## config.mk

```make
export PLATFORM = sky130hd
export DESIGN_NAME = lps_top
export DESIGN_NICKNAME = d
export VERILOG_FILES = /design/src/lps_pkg.sv /design/src/lps_als_if.sv /design/src/lps_top.sv /design/src/lps_sync.sv /design/src/lps_als.sv
export SDC_FILE = /design/constraint.sdc
export NUM_CORES = 1
export LEC_CHECK = 0
export BUFFER_PORTS_ARGS = -buffer_cell sky130_fd_sc_hd__buf_2
export CORE_MARGIN = 3
export CORE_UTILIZATION = 60
export DETAILED_ROUTE_END_ITERATION = 6
export PLACE_DENSITY = 0.8
export SYNTH_ARGS = -nofsm -noshare
export SYNTH_HDL_FRONTEND = slang
export SYNTH_HIERARCHICAL = 1
export SYNTH_SLANG_ARGS = --single-unit
```

## constraint.sdc

```tcl
create_clock -name CLK -period 3.7 [get_ports CLK]
set_input_delay 0.555 -clock CLK [delete_from_list [all_inputs] [get_ports CLK]]
set_output_delay 0.555 -clock CLK [all_outputs]
set_load 0.1 [all_outputs]
```

## src/lps_pkg.sv

```systemverilog
// Purpose: Shared constants for the light and proximity sensor access and timing logic.
// Assumes: A 100 MHz system clock and a two-wire serial bus at device address 26h/27h.
// Notes: Timing counts are derived here from times in their own units.
package lps_pkg;
   // Seven-bit bus address; the write byte is 26h and the read byte is 27h.
   localparam logic [6:0] LPS_DEV_ADDR = 7'h13;
   // Register offsets.
   localparam logic [7:0] LPS_REG_CMD = 8'h80;
   localparam logic [7:0] LPS_REG_LED_CUR = 8'h83;
   localparam logic [7:0] LPS_REG_ALS_PAR = 8'h84;
   localparam logic [7:0] LPS_REG_ALS_HI = 8'h85;
   localparam logic [7:0] LPS_REG_ALS_LO = 8'h86;
   localparam logic [7:0] LPS_REG_PRX_HI = 8'h87;
   localparam logic [7:0] LPS_REG_PRX_LO = 8'h88;
   localparam logic [7:0] LPS_REG_PRX_FRQ = 8'h89;
   localparam logic [7:0] LPS_REG_MOD_TIM = 8'h8a;
   localparam logic [7:0] LPS_REG_AMB_IR = 8'h8b;
   // Command register bit positions.
   localparam int LPS_CMD_ALS_RDY = 6;
   localparam int LPS_CMD_PRX_RDY = 5;
   localparam int LPS_CMD_ALS_DEM = 4;
   localparam int LPS_CMD_PRX_DEM = 3;
   // Ambient parameter fields: continuous bit and averaging field.
   localparam int LPS_ALS_CONT = 7;
   localparam int LPS_AVG_MSB = 2;
   // Modulator timing fields: delay in the upper bits, dead time in the lower bits.
   localparam int LPS_DLY_LSB = 5;
   localparam int LPS_DEAD_MSB = 2;
   // Reset values.
   localparam logic [2:0] LPS_AVG_RST = 3'h5;
   localparam logic [1:0] LPS_FRQ_RST = 2'h2;
   localparam logic [5:0] LPS_LED_RST = 6'h02;
   localparam logic [7:0] LPS_MOD_RST = 8'h00;
   // Clock rate and timing.
   localparam int LPS_CLK_KHZ = 100000;
   localparam int LPS_FRAME_MS = 100;
   localparam int LPS_CONV_US = 300;
   localparam int LPS_PRX_US = 200;
   localparam int LPS_FRAME_CYC = LPS_FRAME_MS * LPS_CLK_KHZ;
   localparam int LPS_CONV_CYC = (LPS_CONV_US * LPS_CLK_KHZ) / 1000;
   localparam int LPS_PRX_CYC = (LPS_PRX_US * LPS_CLK_KHZ) / 1000;
   // Width of the timing counters.
   localparam int LPS_CNT_W = 24;
endpackage

```

## src/lps_als_if.sv

```systemverilog
// Purpose: Carries the ambient light request and result between control and engine.
// Assumes: Both ends run on the same clock.
// Notes: The control side issues one-cycle start pulses.
`timescale 1ns/1ps
interface lps_als_if;
   logic start;          // One-cycle request for a measurement.
   logic cont;           // Continuous conversion mode.
   logic [2:0] avg;      // Averaging exponent.
   logic [15:0] sample;  // Converter value at the end of each conversion.
   logic busy;           // A measurement is in progress.
   logic done;           // One-cycle pulse when the result is published.
   logic conv;           // A single conversion is running.
   logic [15:0] result;  // Averaged result.
   modport ctl (output start, output cont, output avg, output sample,
      input busy, input done, input conv, input result);
   modport eng (input start, input cont, input avg, input sample,
      output busy, output done, output conv, output result);
endinterface

```

## src/lps_top.sv

```systemverilog
// Purpose: Register file, serial bus slave and proximity timing of the sensor.
// Assumes: Open-drain bus pins; analog values arrive on CLK as plain inputs.
// Notes: The register pointer survives a stop and advances after each data byte written or read.
`timescale 1ns/1ps

// Contract
// - Modulator register upper bits set emitter delay.
// - Lower bits set dead time blanking.
// - No measurement means standby, emitter sink off.
// - Pointer write alone, then read returns it.
// - Stop-start or repeated start both work.
// - Pointer increments after each byte read.
// - Answer write byte 26h, read 27h.
// - Standard mode uses fixed 100 ms frame.
// - Standard result appears only after frame.
// - Continuous mode runs conversions back to back.
// - Up to 128 conversions, result averaged.
// - Averaging is two to field; default 32.
// - Result high byte 85h, low 86h.
module lps_top
   import lps_pkg::*;
#(
   parameter int unsigned FRAME_CYC = LPS_FRAME_CYC,
   parameter int unsigned CONV_CYC = LPS_CONV_CYC,
   parameter int unsigned PRX_CYC = LPS_PRX_CYC
)
(
   // Clock and reset.
   input wire logic CLK,
   input wire logic SRST,
   // Serial bus pins.
   input wire logic SCL_I,
   input wire logic SDA_I,
   output logic SDA_O,
   output logic SDA_OE,
   // Analog front end values.
   input wire logic [15:0] ALS_SAMPLE,
   input wire logic [15:0] PRX_SAMPLE,
   // Front end controls.
   output logic LED_SINK_EN,
   output logic [5:0] LED_CURRENT,
   output logic [1:0] PRX_FREQ,
   output logic [2:0] MOD_DELAY,
   output logic [2:0] MOD_DEAD,
   output logic ALS_CONV,
   output logic STANDBY
);
   // Bus slave states.
   typedef enum logic [2:0] {
      I_IDLE = 3'b000,
      I_ADDR = 3'b001,
      I_AACK = 3'b010,
      I_PTR = 3'b011,
      I_WDAT = 3'b100,
      I_WACK = 3'b101,
      I_RDAT = 3'b110,
      I_RACK = 3'b111
   } lps_i2c_st_t;

   // Whole state of the top module.
   typedef struct packed {
      lps_i2c_st_t st;            // Bus slave state.
      logic [3:0] bits;           // Bits moved in the current byte.
      logic [7:0] sh;             // Shift register.
      logic [7:0] ptr;            // Register pointer.
      logic rd;                   // Current transfer is a read.
      logic nack;                 // Host refused the last read byte.
      logic scl_d;                // Previous synchronised clock.
      logic sda_d;                // Previous synchronised data.
      logic sda_o;                // Data output level when enabled.
      logic sda_oe;               // Data pulled low.
      logic [5:0] led_cur;        // Emitter current setting.
      logic als_cont;             // Continuous conversion bit.
      logic [2:0] als_avg;        // Averaging exponent.
      logic [1:0] frq;            // Proximity frequency.
      logic [7:0] mod_tim;        // Modulator timing byte.
      logic als_rdy;              // Ambient result ready.
      logic prx_rdy;              // Proximity result ready.
      logic als_start;            // Start pulse to the ambient engine.
      logic prx_busy;             // Proximity measurement running.
      logic [LPS_CNT_W-1:0] pcnt; // Proximity cycle counter.
      logic [15:0] prx_res;       // Proximity result.
      logic led_en;               // Emitter sink enable.
      logic stby;                 // Standby indication.
   } lps_top_s_t;

   lps_top_s_t s_r;   // Registered state.
   lps_top_s_t s_nxt; // Next state.
   logic [1:0] pins;  // Synchronised clock and data.
   logic scl;         // Synchronised clock.
   logic sda;         // Synchronised data.
   logic start_c;     // Start or repeated start seen.
   logic stop_c;      // Stop seen.
   logic scl_rise;    // Clock rising edge.
   logic scl_fall;    // Clock falling edge.
   logic wr_en;       // Data byte write strobe.
   logic [7:0] rd_byte; // Byte at the pointer.

   lps_als_if als_bus ();

   // Both bus pins pass two flip-flops before use.
   lps_sync u_sync (
      .clk(CLK),
      .srst(SRST),
      .d({SCL_I, SDA_I}),
      .q(pins)
   );

   // Ambient light engine.
   lps_als #(
      .FRAME_CYC(FRAME_CYC),
      .CONV_CYC(CONV_CYC)
   ) u_als (
      .clk(CLK),
      .srst(SRST),
      .als(als_bus.eng)
   );

   // Read decode of the register space.
   function automatic logic [7:0] lps_rd(input lps_top_s_t s, input logic [15:0] als_res,
      input logic als_busy, input logic [7:0] adr);
      logic [7:0] v;
      v = 8'h00;
      unique case (adr)
         LPS_REG_CMD: begin
            v[LPS_CMD_ALS_RDY] = s.als_rdy;
            v[LPS_CMD_PRX_RDY] = s.prx_rdy;
            v[LPS_CMD_ALS_DEM] = als_busy;
            v[LPS_CMD_PRX_DEM] = s.prx_busy;
         end
         LPS_REG_LED_CUR: v = {2'h0, s.led_cur};
         LPS_REG_ALS_PAR: begin
            v[LPS_ALS_CONT] = s.als_cont;
            v[LPS_AVG_MSB:0] = s.als_avg;
         end
         LPS_REG_ALS_HI: v = als_res[15:8];
         LPS_REG_ALS_LO: v = als_res[7:0];
         LPS_REG_PRX_HI: v = s.prx_res[15:8];
         LPS_REG_PRX_LO: v = s.prx_res[7:0];
         LPS_REG_PRX_FRQ: v = {6'h00, s.frq};
         LPS_REG_MOD_TIM: v = s.mod_tim;
         default: v = 8'h00;
      endcase
      return v;
   endfunction

   assign scl = pins[1];
   assign sda = pins[0];
   assign start_c = scl && s_r.scl_d && s_r.sda_d && !sda;
   assign stop_c = scl && s_r.scl_d && !s_r.sda_d && sda;
   assign scl_rise = scl && !s_r.scl_d;
   assign scl_fall = !scl && s_r.scl_d;
   assign rd_byte = lps_rd(s_r, als_bus.result, als_bus.busy, s_r.ptr);

   // Bus slave, register writes and proximity sequencing.
   always_comb begin
      s_nxt = s_r;
      wr_en = 1'b0;
      s_nxt.scl_d = scl;
      s_nxt.sda_d = sda;
      s_nxt.als_start = 1'b0;
      if (start_c) begin
         // A repeated start is as good as stop then start.
         s_nxt.st = I_ADDR;
         s_nxt.bits = 4'h0;
         s_nxt.sda_oe = 1'b0;
      end else if (stop_c) begin
         // The pointer is kept across the stop for the later read.
         s_nxt.st = I_IDLE;
         s_nxt.sda_oe = 1'b0;
      end else begin
         unique case (s_r.st)
            I_IDLE: begin
               s_nxt.sda_oe = 1'b0;
            end
            I_ADDR, I_PTR, I_WDAT: begin
               if (scl_rise) begin
                  s_nxt.sh = {s_r.sh[6:0], sda};
                  s_nxt.bits = s_r.bits + 1'b1;
               end else if (scl_fall && s_r.bits == 4'h8) begin
                  s_nxt.bits = 4'h0;
                  if (s_r.st == I_ADDR) begin
                     // Only bytes 26h and 27h are acknowledged.
                     if (s_r.sh[7:1] == LPS_DEV_ADDR) begin
                        s_nxt.rd = s_r.sh[0];
                        s_nxt.sda_oe = 1'b1;
                        s_nxt.st = I_AACK;
                     end else begin
                        s_nxt.st = I_IDLE;
                     end
                  end else if (s_r.st == I_PTR) begin
                     // A write with only this byte just sets the pointer.
                     s_nxt.ptr = s_r.sh;
                     s_nxt.sda_oe = 1'b1;
                     s_nxt.st = I_WACK;
                  end else begin
                     wr_en = 1'b1;
                     s_nxt.ptr = s_r.ptr + 1'b1;
                     s_nxt.sda_oe = 1'b1;
                     s_nxt.st = I_WACK;
                  end
               end
            end
            I_AACK: begin
               if (scl_fall) begin
                  if (s_r.rd) begin
                     // Read returns the register the pointer names.
                     s_nxt.sh = {rd_byte[6:0], 1'b0};
                     s_nxt.sda_oe = !rd_byte[7];
                     s_nxt.bits = 4'h1;
                     s_nxt.st = I_RDAT;
                  end else begin
                     s_nxt.sda_oe = 1'b0;
                     s_nxt.st = I_PTR;
                  end
               end
            end
            I_WACK: begin
               if (scl_fall) begin
                  s_nxt.sda_oe = 1'b0;
                  s_nxt.st = I_WDAT;
               end
            end
            I_RDAT: begin
               if (scl_fall) begin
                  if (s_r.bits == 4'h8) begin
                     // Each byte read moves the pointer on.
                     s_nxt.ptr = s_r.ptr + 1'b1;
                     s_nxt.sda_oe = 1'b0;
                     s_nxt.st = I_RACK;
                  end else begin
                     s_nxt.sda_oe = !s_r.sh[7];
                     s_nxt.sh = {s_r.sh[6:0], 1'b0};
                     s_nxt.bits = s_r.bits + 1'b1;
                  end
               end
            end
            I_RACK: begin
               if (scl_rise) begin
                  s_nxt.nack = sda;
               end else if (scl_fall) begin
                  if (s_r.nack) begin
                     s_nxt.st = I_IDLE;
                  end else begin
                     // The next register follows without a new pointer.
                     s_nxt.sh = {rd_byte[6:0], 1'b0};
                     s_nxt.sda_oe = !rd_byte[7];
                     s_nxt.bits = 4'h1;
                     s_nxt.st = I_RDAT;
                  end
               end
            end
         endcase
      end

      // Register writes; the reserved register ignores them.
      if (wr_en) begin
         unique case (s_r.ptr)
            LPS_REG_CMD: begin
               if (s_r.sh[LPS_CMD_ALS_DEM] && !als_bus.busy) begin
                  s_nxt.als_start = 1'b1;
                  s_nxt.als_rdy = 1'b0;
               end
               if (s_r.sh[LPS_CMD_PRX_DEM] && !s_r.prx_busy) begin
                  s_nxt.prx_busy = 1'b1;
                  s_nxt.prx_rdy = 1'b0;
                  s_nxt.pcnt = '0;
               end
            end
            LPS_REG_LED_CUR: s_nxt.led_cur = s_r.sh[5:0];
            LPS_REG_ALS_PAR: begin
               s_nxt.als_cont = s_r.sh[LPS_ALS_CONT];
               s_nxt.als_avg = s_r.sh[LPS_AVG_MSB:0];
            end
            LPS_REG_PRX_FRQ: s_nxt.frq = s_r.sh[1:0];
            // Delay and dead time are kept; bits 4 and 3 read zero.
            LPS_REG_MOD_TIM: s_nxt.mod_tim = {s_r.sh[7:LPS_DLY_LSB], 2'h0,
               s_r.sh[LPS_DEAD_MSB:0]};
            default: begin
            end
         endcase
      end

      // Proximity measurement: emitter on for a fixed time, then capture.
      if (s_r.prx_busy) begin
         s_nxt.pcnt = s_r.pcnt + 1'b1;
         if (s_r.pcnt == LPS_CNT_W'(PRX_CYC - 1)) begin
            s_nxt.prx_busy = 1'b0;
            s_nxt.prx_res = PRX_SAMPLE;
            s_nxt.prx_rdy = 1'b1;
         end
      end
      // A finished ambient measurement sets its flag after any clear.
      if (als_bus.done) begin
         s_nxt.als_rdy = 1'b1;
      end

      // Without a measurement the sink is off whatever the current setting.
      s_nxt.led_en = s_nxt.prx_busy;
      s_nxt.stby = !(s_nxt.prx_busy || als_bus.busy || s_r.als_start || s_nxt.als_start);
   end

   // Register the state.
   always_ff @(posedge CLK) begin
      if (SRST) begin
         s_r <= '{st: I_IDLE, scl_d: 1'b1, sda_d: 1'b1, led_cur: LPS_LED_RST,
            als_avg: LPS_AVG_RST, frq: LPS_FRQ_RST, mod_tim: LPS_MOD_RST,
            stby: 1'b1, default: '0};
      end else begin
         s_r <= s_nxt;
      end
   end

   // Requests to the ambient engine.
   assign als_bus.start = s_r.als_start;
   assign als_bus.cont = s_r.als_cont;
   assign als_bus.avg = s_r.als_avg;
   assign als_bus.sample = ALS_SAMPLE;

   // Outputs, each from a flip-flop.
   assign SDA_O = s_r.sda_o;
   assign SDA_OE = s_r.sda_oe;
   assign LED_SINK_EN = s_r.led_en;
   assign LED_CURRENT = s_r.led_cur;
   assign PRX_FREQ = s_r.frq;
   assign MOD_DELAY = s_r.mod_tim[7:LPS_DLY_LSB];
   assign MOD_DEAD = s_r.mod_tim[LPS_DEAD_MSB:0];
   assign ALS_CONV = als_bus.conv;
   assign STANDBY = s_r.stby;
endmodule

```

## src/lps_sync.sv

```systemverilog
// Purpose: Two-stage synchroniser for the serial bus pins.
// Assumes: Inputs are asynchronous to CLK.
// Notes: Only the second stage leaves this module.
`timescale 1ns/1ps
module lps_sync
   import lps_pkg::*;
(
   // Clock and reset.
   input wire logic clk,
   input wire logic srst,
   // Pins in and synchronised copies out.
   input wire logic [1:0] d,
   output logic [1:0] q
);
   // Both stages form the whole state of this module.
   typedef struct packed {
      logic [1:0] s1;  // First stage, read only by the second stage.
      logic [1:0] s2;  // Second stage.
   } lps_sync_t;

   lps_sync_t st_r;   // Registered state.
   lps_sync_t st_nxt; // Next state.

   // Shift the pins through both stages; idle bus lines are high.
   always_comb begin
      st_nxt = st_r;
      st_nxt.s1 = d;
      st_nxt.s2 = st_r.s1;
   end

   // Register the state; reset to the idle level of the bus.
   always_ff @(posedge clk) begin
      if (srst) begin
         st_r <= '{s1: 2'h3, s2: 2'h3};
      end else begin
         st_r <= st_nxt;
      end
   end

   assign q = st_r.s2;
endmodule

```

## src/lps_als.sv

```systemverilog
// Purpose: Ambient light measurement sequencer with averaging and frame timing.
// Assumes: The sample input is valid at the end of each conversion.
// Notes: In standard mode the result waits for the end of the frame.
`timescale 1ns/1ps
module lps_als
   import lps_pkg::*;
#(
   parameter int unsigned FRAME_CYC = LPS_FRAME_CYC,
   parameter int unsigned CONV_CYC = LPS_CONV_CYC
)
(
   // Clock and reset.
   input wire logic clk,
   input wire logic srst,
   // Request and result.
   lps_als_if.eng als
);
   // Sequencer states.
   typedef enum logic [1:0] {
      A_IDLE = 2'b00,
      A_CONV = 2'b01,
      A_WAIT = 2'b10
   } lps_als_st_t;

   // Whole state of the sequencer.
   typedef struct packed {
      lps_als_st_t st;           // Sequencer state.
      logic cont;                // Latched continuous mode.
      logic [2:0] avg;           // Latched averaging exponent.
      logic [7:0] left;          // Conversions still to run.
      logic [LPS_CNT_W-1:0] cyc; // Cycles within one conversion.
      logic [LPS_CNT_W-1:0] frm; // Cycles since the frame began.
      logic [22:0] sum;          // Sum of the conversions so far.
      logic busy;                // Measurement in progress.
      logic done;                // Result publish pulse.
      logic conv;                // Conversion running.
      logic [15:0] result;       // Published average.
   } lps_als_s_t;

   lps_als_s_t s_r;   // Registered state.
   lps_als_s_t s_nxt; // Next state.
   logic [22:0] sum_new; // Sum including the sample that just finished.

   // Advance the conversions and decide when the result is published.
   always_comb begin
      s_nxt = s_r;
      s_nxt.done = 1'b0;
      sum_new = s_r.sum + {7'h00, als.sample};
      unique case (s_r.st)
         A_IDLE: begin
            if (als.start) begin
               // Two raised to the averaging field, 1 to 128 conversions.
               s_nxt.left = 8'(8'h01 << als.avg);
               s_nxt.cont = als.cont;
               s_nxt.avg = als.avg;
               s_nxt.cyc = '0;
               s_nxt.frm = '0;
               s_nxt.sum = '0;
               s_nxt.busy = 1'b1;
               s_nxt.conv = 1'b1;
               s_nxt.st = A_CONV;
            end
         end
         A_CONV: begin
            s_nxt.cyc = s_r.cyc + 1'b1;
            s_nxt.frm = s_r.frm + 1'b1;
            if (s_r.cyc == LPS_CNT_W'(CONV_CYC - 1)) begin
               // Conversions run back to back in both modes.
               s_nxt.cyc = '0;
               s_nxt.sum = sum_new;
               s_nxt.left = s_r.left - 1'b1;
               if (s_r.left == 8'h01) begin
                  s_nxt.conv = 1'b0;
                  if (s_r.cont) begin
                     // Continuous mode publishes at once, the average of all.
                     s_nxt.result = 16'(sum_new >> s_r.avg);
                     s_nxt.done = 1'b1;
                     s_nxt.busy = 1'b0;
                     s_nxt.st = A_IDLE;
                  end else begin
                     s_nxt.st = A_WAIT;
                  end
               end
            end
         end
         A_WAIT: begin
            // Standard mode holds the result until the fixed frame ends.
            s_nxt.frm = s_r.frm + 1'b1;
            if (s_r.frm >= LPS_CNT_W'(FRAME_CYC - 1)) begin
               s_nxt.result = 16'(s_r.sum >> s_r.avg);
               s_nxt.done = 1'b1;
               s_nxt.busy = 1'b0;
               s_nxt.st = A_IDLE;
            end
         end
         default: begin
            s_nxt.st = A_IDLE;
         end
      endcase
   end

   // Register the state.
   always_ff @(posedge clk) begin
      if (srst) begin
         s_r <= '{st: A_IDLE, default: '0};
      end else begin
         s_r <= s_nxt;
      end
   end

   assign als.busy = s_r.busy;
   assign als.done = s_r.done;
   assign als.conv = s_r.conv;
   assign als.result = s_r.result;
endmodule

```

==> impl_results.md, run 1 <==
* Status: finished, final reports clean
* Fin crit share at 90.6%
* Max Transition Viols Final at 0
* Final nets at 1619
* FILL cells at 1724
* DRC Markers at 0
* CP max FO at 5
* Gp weighted congestion at 0.917
* WL per Instance at 17.4 um
* Count of cell types in the netlist at 89
* Tot Pwr at 4.29 mW
* Global-route wire length before repair at 52400 um
* Initial antenna violation count at 0
* Yosys warnings at 6
* P_sw at 1.05 mW
* GR peak layer: met2
* Max_cap viols at 0
* Starting DRT DRC Count at 1163
* Met1 Usage GRT at 39.3%
* Clock power share at 44.5%
* Most frequent CP cell: a21oi_1
* Pleak at 4.77 nW
* Logic pwr share at 5.0%
* First-pass iteration count of the detailed router at 6
* Clock tree root buffer cell: clkbuf_16
* Critical Path Max Stage Delay at 0.53 ns
* Period minus WS final at 3.35 ns
* Crit end category: flip-flop
* Final setup TNS at 0 ns
* Clock buffer depth at 2
* Post-synth EDFFs at 0
* H-tree depth at 4
* Diodes inserted at 0
* Post_cts resized at 0
* Peak supply drop at 0.257 mV
* Post-layout util at 65.4%
* Clock Skews at 0.00883 ns
* Worst-Margin Slew at 0.967 ns
* Num CTS Buffers at 17
* Synthesized instance count at 1573
* Syn avg cell area at 7.93 um2
* Placeable Area at 20400 um2
* Peak Freq at 0.298 GHz
* Synth Flop Type: dfxtp_1
* Cell with the most instances after synthesis: dfxtp_1
* Die Y at 150 um
* Routed wire length at 31900 um
* Routed via count at 11800
* Register bit total from synthesis at 199
* Hold-fix buffer count after cts at 0
* Power per cell area at 322 nW/um2
* Arr. time, crit path at 3.71 ns
* # IOs at 55
* Ratio of cells with drive above 1 in the final layout at 10.6%
* CP bufs+invs at 1
* Largest net degree at the start of global routing at 46
* Max_slew headroom at 34.7%
* Data required time at the worst endpoint at 4.06 ns
* # clock sinks at 199
* Leading post-synthesis cells by cell area: dfxtp_1, nor2_1, mux2i_1
* Die width at 150 um
* Mapped cell area at 12500 um2
* Met2 Use GR at 43.1%
* Clk_lat worst skew at 0.44 ns
* Final hold slack at 0.292 ns
* Sw Ratio at 24.5%
* CTS tree: done
* CP startpoint kind: flip-flop
* Vias in the first global route at 10600
* Tot GR Track Use at 27.9%
* Async set-reset flop share out of synthesis at 0%
* Yosys top cell area share at 31.9%
* P&R area growth vs syn at 6.71%
* Register area share after synthesis at 31.9%
* Flop pwr share at 50.5%
* Vias per inst at 6.41
* Post-synth net total at 1641
* Total grt overflow at 0
* Post-CTS Setup Bufs at 0
* Die footprint at 22600 um2
* Met3 usage at 4.55%
* RSZ-0062 raised after global routing: false
* Initial core utilization at 61.3%
* Post-detail-place hpwl at 22600 um
* Worst-path clk slew at 0.08 ns
* Endpoints failing setup at 0
* Critical setup path kind: flip-flop to flip-flop
* Antenna-violating nets left at 0
* Row count at 52
* Worst Hold Class: input pin to flip-flop
* Crit path cell chain: ha_1, fa_1, a21oi_1, o211ai_2, buf_4, a21oi_1, xor2_1, mux4_2, a211oi_1, a21oi_1, a211oi_1
* Port bufs at 53
* List of most frequent post-synthesis cells: dfxtp_1, nor2_1, nand2_1
* CP max-delay cell: mux4_2
* Final Hold Fails at 0
* Kind of cell adding the most delay to the critical path: compound AO/OA/AOI/OAI gates
* Yosys top cell by area: dfxtp_1
* Internal Power at 3.24 mW
## final timing paths
kind         depth (start not counted)             endpoint              from  slack [ns]
min reg2reg                          1          u_sync/q[0]  u_sync/st_nxt[0]        0.41
max                                 11  u_als/als.result[1]     u_als/s_r[19]        0.35
min                                  2     u_sync/st_nxt[1]             SCL_I        0.29
max reg2reg                         11  u_als/als.result[1]     u_als/s_r[19]        0.35
## metrics by stage
step | instance area [um2] | setup slack [ns] | cells
2_1_floorplan | 12500 | 0.213 | 1573
5_1_grt | 13300 | 0.0740 | 1834
6_report | 13300 | 0.347 | 1834
3_3_place_gp | 12700 | 0.132 | 1802
3_5_place_dp | 12700 | 0.0651 | 1802
4_1_cts | 13300 | 0.369 | 1834
## routing by layer
metal / up-vias / wire length [um]
met5: - / 0
met4: 0 / 852
met3: 81 / 2490
met2: 496 / 14200
met1: 5463 / 14300
li1: 5712 / -
## logic make-up after synthesis
family,Yosys count,share of synthesized area (%)
fa+ha+maj,32,3.27
other cells,1,0.0301
flops,199,31.9
simple gates,623,24.7
xor+xnor,54,3.79
buf+inv,157,5.81
mux,85,7.93
compound gates,422,22.5
## layout by cell type (no fill, tap or decap), types with 15 or more instances in the layout
master / count
dfxtp_1: 199
nor2_1: 181
nand2_1: 156
a21oi_1: 116
o21ai_0: 90
mux2i_1: 64
nand3_1: 60
buf_2: 52
nor3_1: 34
buf_4: 34
ha_1: 31
xor2_1: 29
inv_1: 27
a211oi_1: 27
xnor2_1: 25
a22oi_1: 22
nand4_1: 22
or3_1: 21
nor4_1: 17
o31ai_1: 17
clkbuf_16: 17
or4_1: 16
nand2b_1: 15
and3_1: 15
## power by group through the flow
stage / sequential (mW) / clock [mW] / combinational [mW]
5_1_grt: 2.17 / 2.02 / 0.234
6_report: 2.17 / 1.91 / 0.215
2_1_floorplan: 2.21 / 0 / 0.145
3_3_place_gp: 2.22 / 0 / 0.207
4_1_cts: 2.17 / 1.93 / 0.212
3_5_place_dp: 2.22 / 0 / 0.211
## layout make-up
class	instances	area, um2	area share [%]
Clock buffer	17	425	3.20
Clock inverter	15	165	1.24
Inverter	30	113	0.846
Multi-Input combinational cell	1217	7770	58.4
Sequential cell	199	3980	29.9
Tap cell	270	338	2.54
Timing Repair Buffer	86	515	3.87
## flip-flops by register name, indices dropped and copies added (netlist names), 2 cells and up
name / count
LED_CURRENT: 6
MOD_DEAD: 3
als_bus.avg: 3
s_r: 69
u_sync/st_nxt: 2
PRX_FREQ: 2
u_sync/q: 2
MOD_DELAY: 3
u_als/als.result: 16
u_als/s_r: 85
(Power assumes the default switching activity.)
==> inputs of run 2 (changes only) <==
CELL_PAD_IN_SITES_DETAIL_PLACEMENT = 1   (was default)
CELL_PAD_IN_SITES_GLOBAL_PLACEMENT = 2   (was default)
CORE_UTILIZATION = 38   (was 60)
PLACE_DENSITY = 0.83   (was 0.8)
==> run 2 against run 1 <==
Compared with the run above:
- critical path depth stayed put
- flip-flop and latch count stayed put
- sequential power hardly changed
- utilization is 23 points lower
- clock power is 5% lower
- maximum frequency hardly changed
==> impl_results.md, run 2 (synthesized netlist as in run 1, its figures left out) <==
* Data required time at the worst endpoint at 4.07 ns (was 4.06 ns)
* Vias in the first global route at 11600 (was 10600)
* Endpoints failing setup at 0 (unchanged)
* Crit end category: flip-flop (unchanged)
* Clk_lat worst skew at 0.46 ns (was 0.44 ns)
* Met2 Use GR at 35.1% (was 43.1%)
* Critical path endpoint: u_als/als.result[14] (was u_als/als.result[1])
* Initial core utilization at 39.0% (was 61.3%)
* Max FFs per register at 85 (unchanged)
* H-tree depth at 4 (unchanged)
* # IOs at 55 (unchanged)
* Routed via count at 11700 (was 11800)
* CP startpoint kind: flip-flop (unchanged)
* Clock Skews at 0.0203 ns (was 0.00883 ns)
* Antenna-violating nets left at 0 (unchanged)
* Die Y at 187 um (was 150 um)
* Post-detail-place hpwl at 28000 um (was 22600 um)
* Commonest non-fill, non-tap cells in the layout: dfxtp_1, nor2_1, nand2_1 (unchanged)
* Port bufs at 53 (unchanged)
* Tot Pwr at 4.21 mW (was 4.29 mW)
* Max Transition Viols Final at 0 (unchanged)
* WL per Instance at 19.0 um (was 17.4 um)
* Worst-path clk slew at 0.08 ns (about the same)
* Placeable Area at 32000 um2 (was 20400 um2)
* Final nets at 1628 (was 1619)
* Logic pwr share at 5.2% (was 5.0%)
* Diodes inserted at 0 (unchanged)
* R2R Path Start: u_als/s_r[19] (unchanged)
* Internal Power at 3.11 mW (was 3.24 mW)
* Post_cts resized at 0 (unchanged)
* R2R Setup Slk at 0.35 ns (about the same)
* Met1 Usage GRT at 30.5% (was 39.3%)
* Initial antenna violation count at 0 (unchanged)
* Crit path from: u_als/s_r[19] (unchanged)
* Die width at 187 um (was 150 um)
* Tot GR Track Use at 21.5% (was 27.9%)
* Critical setup path kind: flip-flop to flip-flop (unchanged)
* P&R area growth vs syn at 8.55% (was 6.71%)
* Row count at 65 (was 52)
* DRC Markers at 0 (unchanged)
* R2R cell count at 11 (unchanged)
* Global-route wire length before repair at 62900 um (was 52400 um)
* Arr. time, crit path at 3.73 ns (was 3.71 ns)
* Fin crit share at 90.6% (about the same)
* Peak Freq at 0.298 GHz (about the same)
* Flop pwr share at 51.5% (was 50.5%)
* Commonest non-fill, non-tap cell in the layout: dfxtp_1 (unchanged)
* Met3 usage at 3.04% (was 4.55%)
* Routed wire length at 38100 um (was 31900 um)
* Worst Hold Class: input pin to flip-flop (unchanged)
* Post-layout util at 42.4% (was 65.4%)
* Vias per inst at 5.80 (was 6.41)
* Power per cell area at 311 nW/um2 (was 322 nW/um2)
* Max_slew headroom at 34.3% (was 34.7%)
* Final setup TNS at 0 ns (unchanged)
* Peak supply drop at 0.310 mV (was 0.257 mV)
* Reg-to-Reg End: u_als/als.result[14] (was u_als/als.result[1])
* CP max FO at 3 (was 5)
* Ratio of cells with drive above 1 in the final layout at 11.2% (was 10.6%)
* Worst-Margin Slew at 0.973 ns (was 0.967 ns)
* First-pass iteration count of the detailed router at 5 (was 6)
* RSZ-0062 raised after global routing: false (unchanged)
* Num CTS Buffers at 17 (unchanged)
* Die footprint at 35000 um2 (was 22600 um2)
* Status: finished, final reports clean (unchanged)
* Gp weighted congestion at 0.859 (was 0.917)
* Largest net degree at the start of global routing at 42 (was 46)
* CTS tree: done (unchanged)
* Final Hold Fails at 0 (unchanged)
* Hold-fix buffer count after cts at 0 (unchanged)
* Post-CTS Setup Bufs at 0 (unchanged)
* Clock buffer depth at 2 (unchanged)
* Clock power share at 43.2% (was 44.5%)
* Clock tree root buffer cell: clkbuf_16 (unchanged)
* Starting DRT DRC Count at 857 (was 1163)
* Total grt overflow at 0 (unchanged)
* Sw Ratio at 26.1% (was 24.5%)
* P_sw at 1.10 mW (was 1.05 mW)
* Most flops, register: u_als/s_r (unchanged)
* # clock sinks at 199 (unchanged)
* Pleak at 4.80 nW (was 4.77 nW)
* Max_cap viols at 0 (unchanged)
* Period minus WS final at 3.35 ns (about the same)
* GR peak layer: met2 (unchanged)
[run 2: power groups by stage]
stage          registers, mW  logic (mW)  clock network [mW]
2_1_floorplan           2.21       0.145                   0
3_3_place_gp            2.22       0.217                   0
3_5_place_dp            2.22       0.221                   0
4_1_cts                 2.17       0.222                1.87
5_1_grt                 2.17       0.243                1.96
6_report                2.17       0.221                1.82
[run 2: worst min-delay path by stage]
stage | start | to | slack [ns] | cells after the start
4_1_cts | SDA_I | u_sync/st_nxt[0] | 0.26 | 2
6_report | SDA_I | u_sync/st_nxt[0] | 0.28 | 2
3_5_place_dp | u_sync/st_nxt[0] | u_sync/q[0] | 0.40 | 1
5_1_grt | SDA_I | u_sync/st_nxt[0] | 0.26 | 2
3_3_place_gp | u_sync/st_nxt[0] | u_sync/q[0] | 0.39 | 1
2_1_floorplan | u_sync/st_nxt[0] | u_sync/q[0] | 0.38 | 1
[run 2: per-layer routing]
layer  share of wire, %  vias up
met3                3.1       24
met2                 46      178
li1                   -     5726
met5                  0        -
met4                1.0        0
met1                 50     5723
[run 2: critical path, cell delays in order (launching register included)]
cell	delay, ns
dfxtp_1	0.33
ha_1	0.24
fa_1	0.42
a21oi_1	0.22
o211ai_2	0.14
a2111oi_1	0.44
buf_4	0.20
nor2_1	0.07
xnor2_1	0.14
mux4_2	0.51
or3_1	0.35
a211oi_2	0.22
[run 2: stage by stage]
stage | hold WS, ns | setup slack [ns] | instance area [um2] | instances
2_1_floorplan | 0.383 | 0.213 | 12500 | 1573
3_3_place_gp | 0.393 | 0.115 | 13000 | 1976
3_5_place_dp | 0.395 | 0.0519 | 13000 | 1976
4_1_cts | 0.255 | 0.345 | 13500 | 2008
5_1_grt | 0.264 | 0.215 | 13500 | 2008
6_report | 0.281 | 0.347 | 13500 | 2008
[run 2: layout make-up]
cell class / count / area, um2
flip-flops and latches: 199 / 3980
clock inverters: 15 / 116
multi-input cells: 1217 / 7780
repair buffers: 95 / 583
well taps: 435 / 544
clock buffers: 17 / 425
inverters: 30 / 113
fillers: 3831 / 18400
==> inputs of run 3 (changes only) <==
CORE_MARGIN = 2   (was 3)
CORE_UTILIZATION = 37   (was 38)
PLACE_DENSITY = 0.82   (was 0.83)
SYNTH_HIERARCHICAL = default   (was 1)
==> run 3 against run 2 <==
Compared with the run above:
- flip-flop and latch count unchanged
- sequential power barely moved
- maximum frequency is 7.4% higher
- synthesized cell count decreased by 3.1%
- total power up 1.6%
- clock-buffer cell count up 3
- global-route usage grew 0.40 points
- critical endpoint is now u_als.als.result[11]
- largest cell class unchanged
==> impl_results.md, run 3 <==
* Die width at 184 um (was 187 um)
* Commonest non-fill, non-tap cell in the layout: dfxtp_1 (unchanged)
* CP max FO at 6 (was 3)
* Port bufs at 53 (unchanged)
* Tot GR Track Use at 21.9% (was 21.5%)
* P&R area growth vs syn at 8.91% (was 8.55%)
* Post-CTS Setup Bufs at 0 (unchanged)
* Clock Skews at 0.0155 ns (was 0.0203 ns)
* RSZ-0062 raised after global routing: false (unchanged)
* Post-synth EDFFs at 0 (unchanged)
* Leading post-synthesis cells by cell area: dfxtp_1, nor2_1, mux2i_1 (unchanged)
* First-pass iteration count of the detailed router at 5 (unchanged)
* Cells after DPL at 1901 (was 1976)
* Final Hold Fails at 0 (unchanged)
* H-tree depth at 4 (unchanged)
* Yosys warnings at 0 (was 6)
* Fin crit share at 84.4% (was 90.6%)
* Adder-Cell Fraction of Synth Area at 3.41% (was 3.27%)
* Yosys top cell area share at 33.3% (was 31.9%)
* Async set-reset flop share out of synthesis at 0% (unchanged)
* Global-route wire length before repair at 59700 um (was 62900 um)
* Clock tree root buffer cell: clkbuf_16 (unchanged)
* Register area share after synthesis at 33.3% (was 31.9%)
* WL per Instance at 18.9 um (was 19.0 um)
* Arr. time, crit path at 3.45 ns (was 3.73 ns)
* Post_cts resized at 0 (unchanged)
* Max FFs per register at 85 (unchanged)
* Endpoints failing setup at 0 (unchanged)
* Clock buffer depth at 2 (unchanged)
* Levels on crit path at 10 (was 11)
* Max_slew headroom at 37.3% (was 34.3%)
* Post-synth net total at 1593 (was 1641)
* Diodes inserted at 0 (unchanged)
* R2R cell count at 10 (was 11)
* Post-route setup slack at 0.578 ns (was 0.347 ns)
* Post-layout util at 41.1% (was 42.4%)
* Initial antenna violation count at 0 (unchanged)
* Register bit total from synthesis at 199 (unchanged)
* Peak Freq at 0.320 GHz (was 0.298 GHz)
* # IOs at 55 (unchanged)
* Mapped cell area at 12000 um2 (was 12500 um2)
* Final instance area at 13000 um2 (was 13500 um2)
* Syn avg cell area at 7.85 um2 (was 7.93 um2)
* Count of cell types in the netlist at 84 (was 89)
* Peak supply drop at 0.306 mV (was 0.310 mV)
* Kind of cell adding the most delay to the critical path: compound AO/OA/AOI/OAI gates (unchanged)
* Post-detail-place hpwl at 26600 um (was 28000 um)
* Routed wire length at 36500 um (was 38100 um)
* Gp weighted congestion at 0.833 (was 0.859)
* Fin cells at 1932 (was 2008)
* Cell with the most instances after synthesis: dfxtp_1 (unchanged)
* # clock sinks at 199 (unchanged)
* Ratio of cells with drive above 1 in the final layout at 10.3% (was 11.2%)
* Complex-gate fraction of the synthesized area at 21.6% (was 22.5%)
* Max_cap viols at 0 (unchanged)
* CP startpoint kind: flip-flop (unchanged)
* Power per cell area at 328 nW/um2 (was 311 nW/um2)
* DP Area at 12500 um2 (was 13000 um2)
* Num CTS Buffers at 17 (unchanged)
* Worst Hold Class: input pin to flip-flop (unchanged)
* Largest net degree at the start of global routing at 46 (was 42)
* Clk_lat worst skew at 0.45 ns (was 0.46 ns)
* Antenna-violating nets left at 0 (unchanged)
* Critical setup path kind: flip-flop to flip-flop (unchanged)
* Row count at 65 (unchanged)
* Routed via count at 11200 (was 11700)
* Max Transition Viols Final at 0 (unchanged)
* Synth Area in Simple Gates at 23.9% (was 24.7%)
* List of most frequent post-synthesis cells: dfxtp_1, nor2_1, nand2_1 (unchanged)
* Most flops, register: u_als.s_r (was u_als/s_r)
* Worst slack, placed at 0.259 ns (was 0.0519 ns)
* Pleak at 4.66 nW (was 4.80 nW)
* Final setup TNS at 0 ns (unchanged)
* Hold-fix buffer count after cts at 0 (unchanged)
* Hold path cells at 2 (unchanged)
* Synthesized instance count at 1525 (was 1573)
* Total grt overflow at 0 (unchanged)
* Worst-path clk slew at 0.08 ns (about the same)
* Crit path cell chain: ha_1, fa_1, nand3_1, a21oi_1, o311ai_2, a21oi_1, xnor2_1, mux2i_1, a221oi_1, o32ai_1 (was ha_1, fa_1, a21oi_1, o211ai_2, a2111oi_1, buf_4, nor2_1, xnor2_1, mux4_2, or3_1, a211oi_2)
* Die Y at 184 um (was 187 um)
* Commonest non-fill, non-tap cells in the layout: dfxtp_1, nor2_1, nand2_1 (unchanged)
* Largest family of logic cells by synthesized area: simple AND/OR/NAND/NOR gates (unchanged)
* Most frequent CP cell: a21oi_1
* Mux share of post-synthesis cell area at 7.87% (was 7.93%)
* CP max-delay cell: o311ai_2 (was mux4_2)
* Initial core utilization at 37.7% (was 39.0%)
* Worst-Margin Slew at 0.940 ns (was 0.973 ns)
* Vias in the first global route at 11100 (was 11600)
* CTS tree: done (unchanged)
* Critical Path Max Stage Delay at 0.53 ns (was 0.51 ns)
* DRC Markers at 0 (unchanged)
* Crit end category: flip-flop (unchanged)
* Data required time at the worst endpoint at 4.03 ns (was 4.07 ns)
* Starting DRT DRC Count at 766 (was 857)
* Vias per inst at 5.79 (was 5.80)
* Period minus WS final at 3.12 ns (was 3.35 ns)
* Die footprint at 33800 um2 (was 35000 um2)
* Synth Flop Type: dfxtp_1 (unchanged)
* Post-Synth XOR/XNOR Area at 4.61% (was 3.79%)
* Placeable Area at 31700 um2 (was 32000 um2)
* Status: finished, final reports clean (unchanged)
* CP bufs+invs at 0 (was 1)
* Yosys top cell by area: dfxtp_1 (unchanged)
* Final nets at 1586 (was 1628)
run 3: changes by cell type in the layout (fill, tap and decap cells not counted), sizes merged, moves of 6 or more:
cell	before	now
nand2	156	166
buf	95	82
or3	21	9
o31ai	17	3
nor4	19	11
nor3	35	44
and3	16	25
o21a	4	10
xor2	29	39
nand3b	11	4
or4	16	5
run 3: layer usage:
| metal | vias up | part of all wire [%] | wire, um | GRT usage [%] |
|---|---|---|---|---|
| met4 | 0 | 1.5 | 553 | 5.38 |
| met1 | 5529 | 50 | 18400 | 30.5 |
| met2 | 155 | 45 | 16400 | 35.5 |
| met5 | - | 0 | 0 | 0 |
| met3 | 35 | 3.0 | 1080 | 3.31 |
| li1 | 5475 | - | - | - |
run 3: final cells by class:
class,count,area (um2)
multi-input combinational,1182,7350
fill,3882,18700
tap,402,503
sequential,199,3990
timing repair buffer,82,485
clock buffer,20,447
inverter,36,135
clock inverter,11,126
run 3: cells by family after synthesis:
kind of cell,after synthesis
other,1
DFF,199
xor gates and xnor gates,63
buffers and inverters,144
AOI/OAI and AO/OA,400
adders and majority gates,32
muxes,84
and+or+nand+nor,602
run 3: power by group:
part	switching, mW	internal, mW	leakage [nW]
registers	0.0248	2.15	1.60
clock network	0.894	1.01	0.268
logic	0.130	0.0670	2.79
total	1.05	3.23	4.66
run 3: worst paths after layout:
check / startpoint / endpoint / slack [ns]
worst min-delay path: SCL_I / u_sync.st_nxt[1] / 0.29
worst max-delay path: u_als.s_r[19] / u_als.als.result[11] / 0.58
worst min register to register: u_sync.st_nxt[0] / u_sync.q[0] / 0.42
worst max register to register: u_als.s_r[19] / u_als.als.result[11] / 0.58
run 3: stage by stage:
| stage | hold slack, ns | total power, mW |
|---|---|---|
| after global placement | 0.394 | 2.42 |
| final | 0.288 | 4.28 |
| after detailed placement | 0.397 | 2.42 |
| after CTS | 0.268 | 4.32 |
| after global routing | 0.277 | 4.42 |
| after floorplan | 0.389 | 2.35 |
run 3: worst reg2reg max path, stage by stage (launching register included):
cell and delay [ns]:
dfxtp_1 0.34, ha_1 0.23, fa_1 0.43, nand3_1 0.14, a21oi_1 0.18, o311ai_2 0.53
a21oi_1 0.26, xnor2_1 0.33, mux2i_1 0.13, a221oi_1 0.32, o32ai_1 0.11
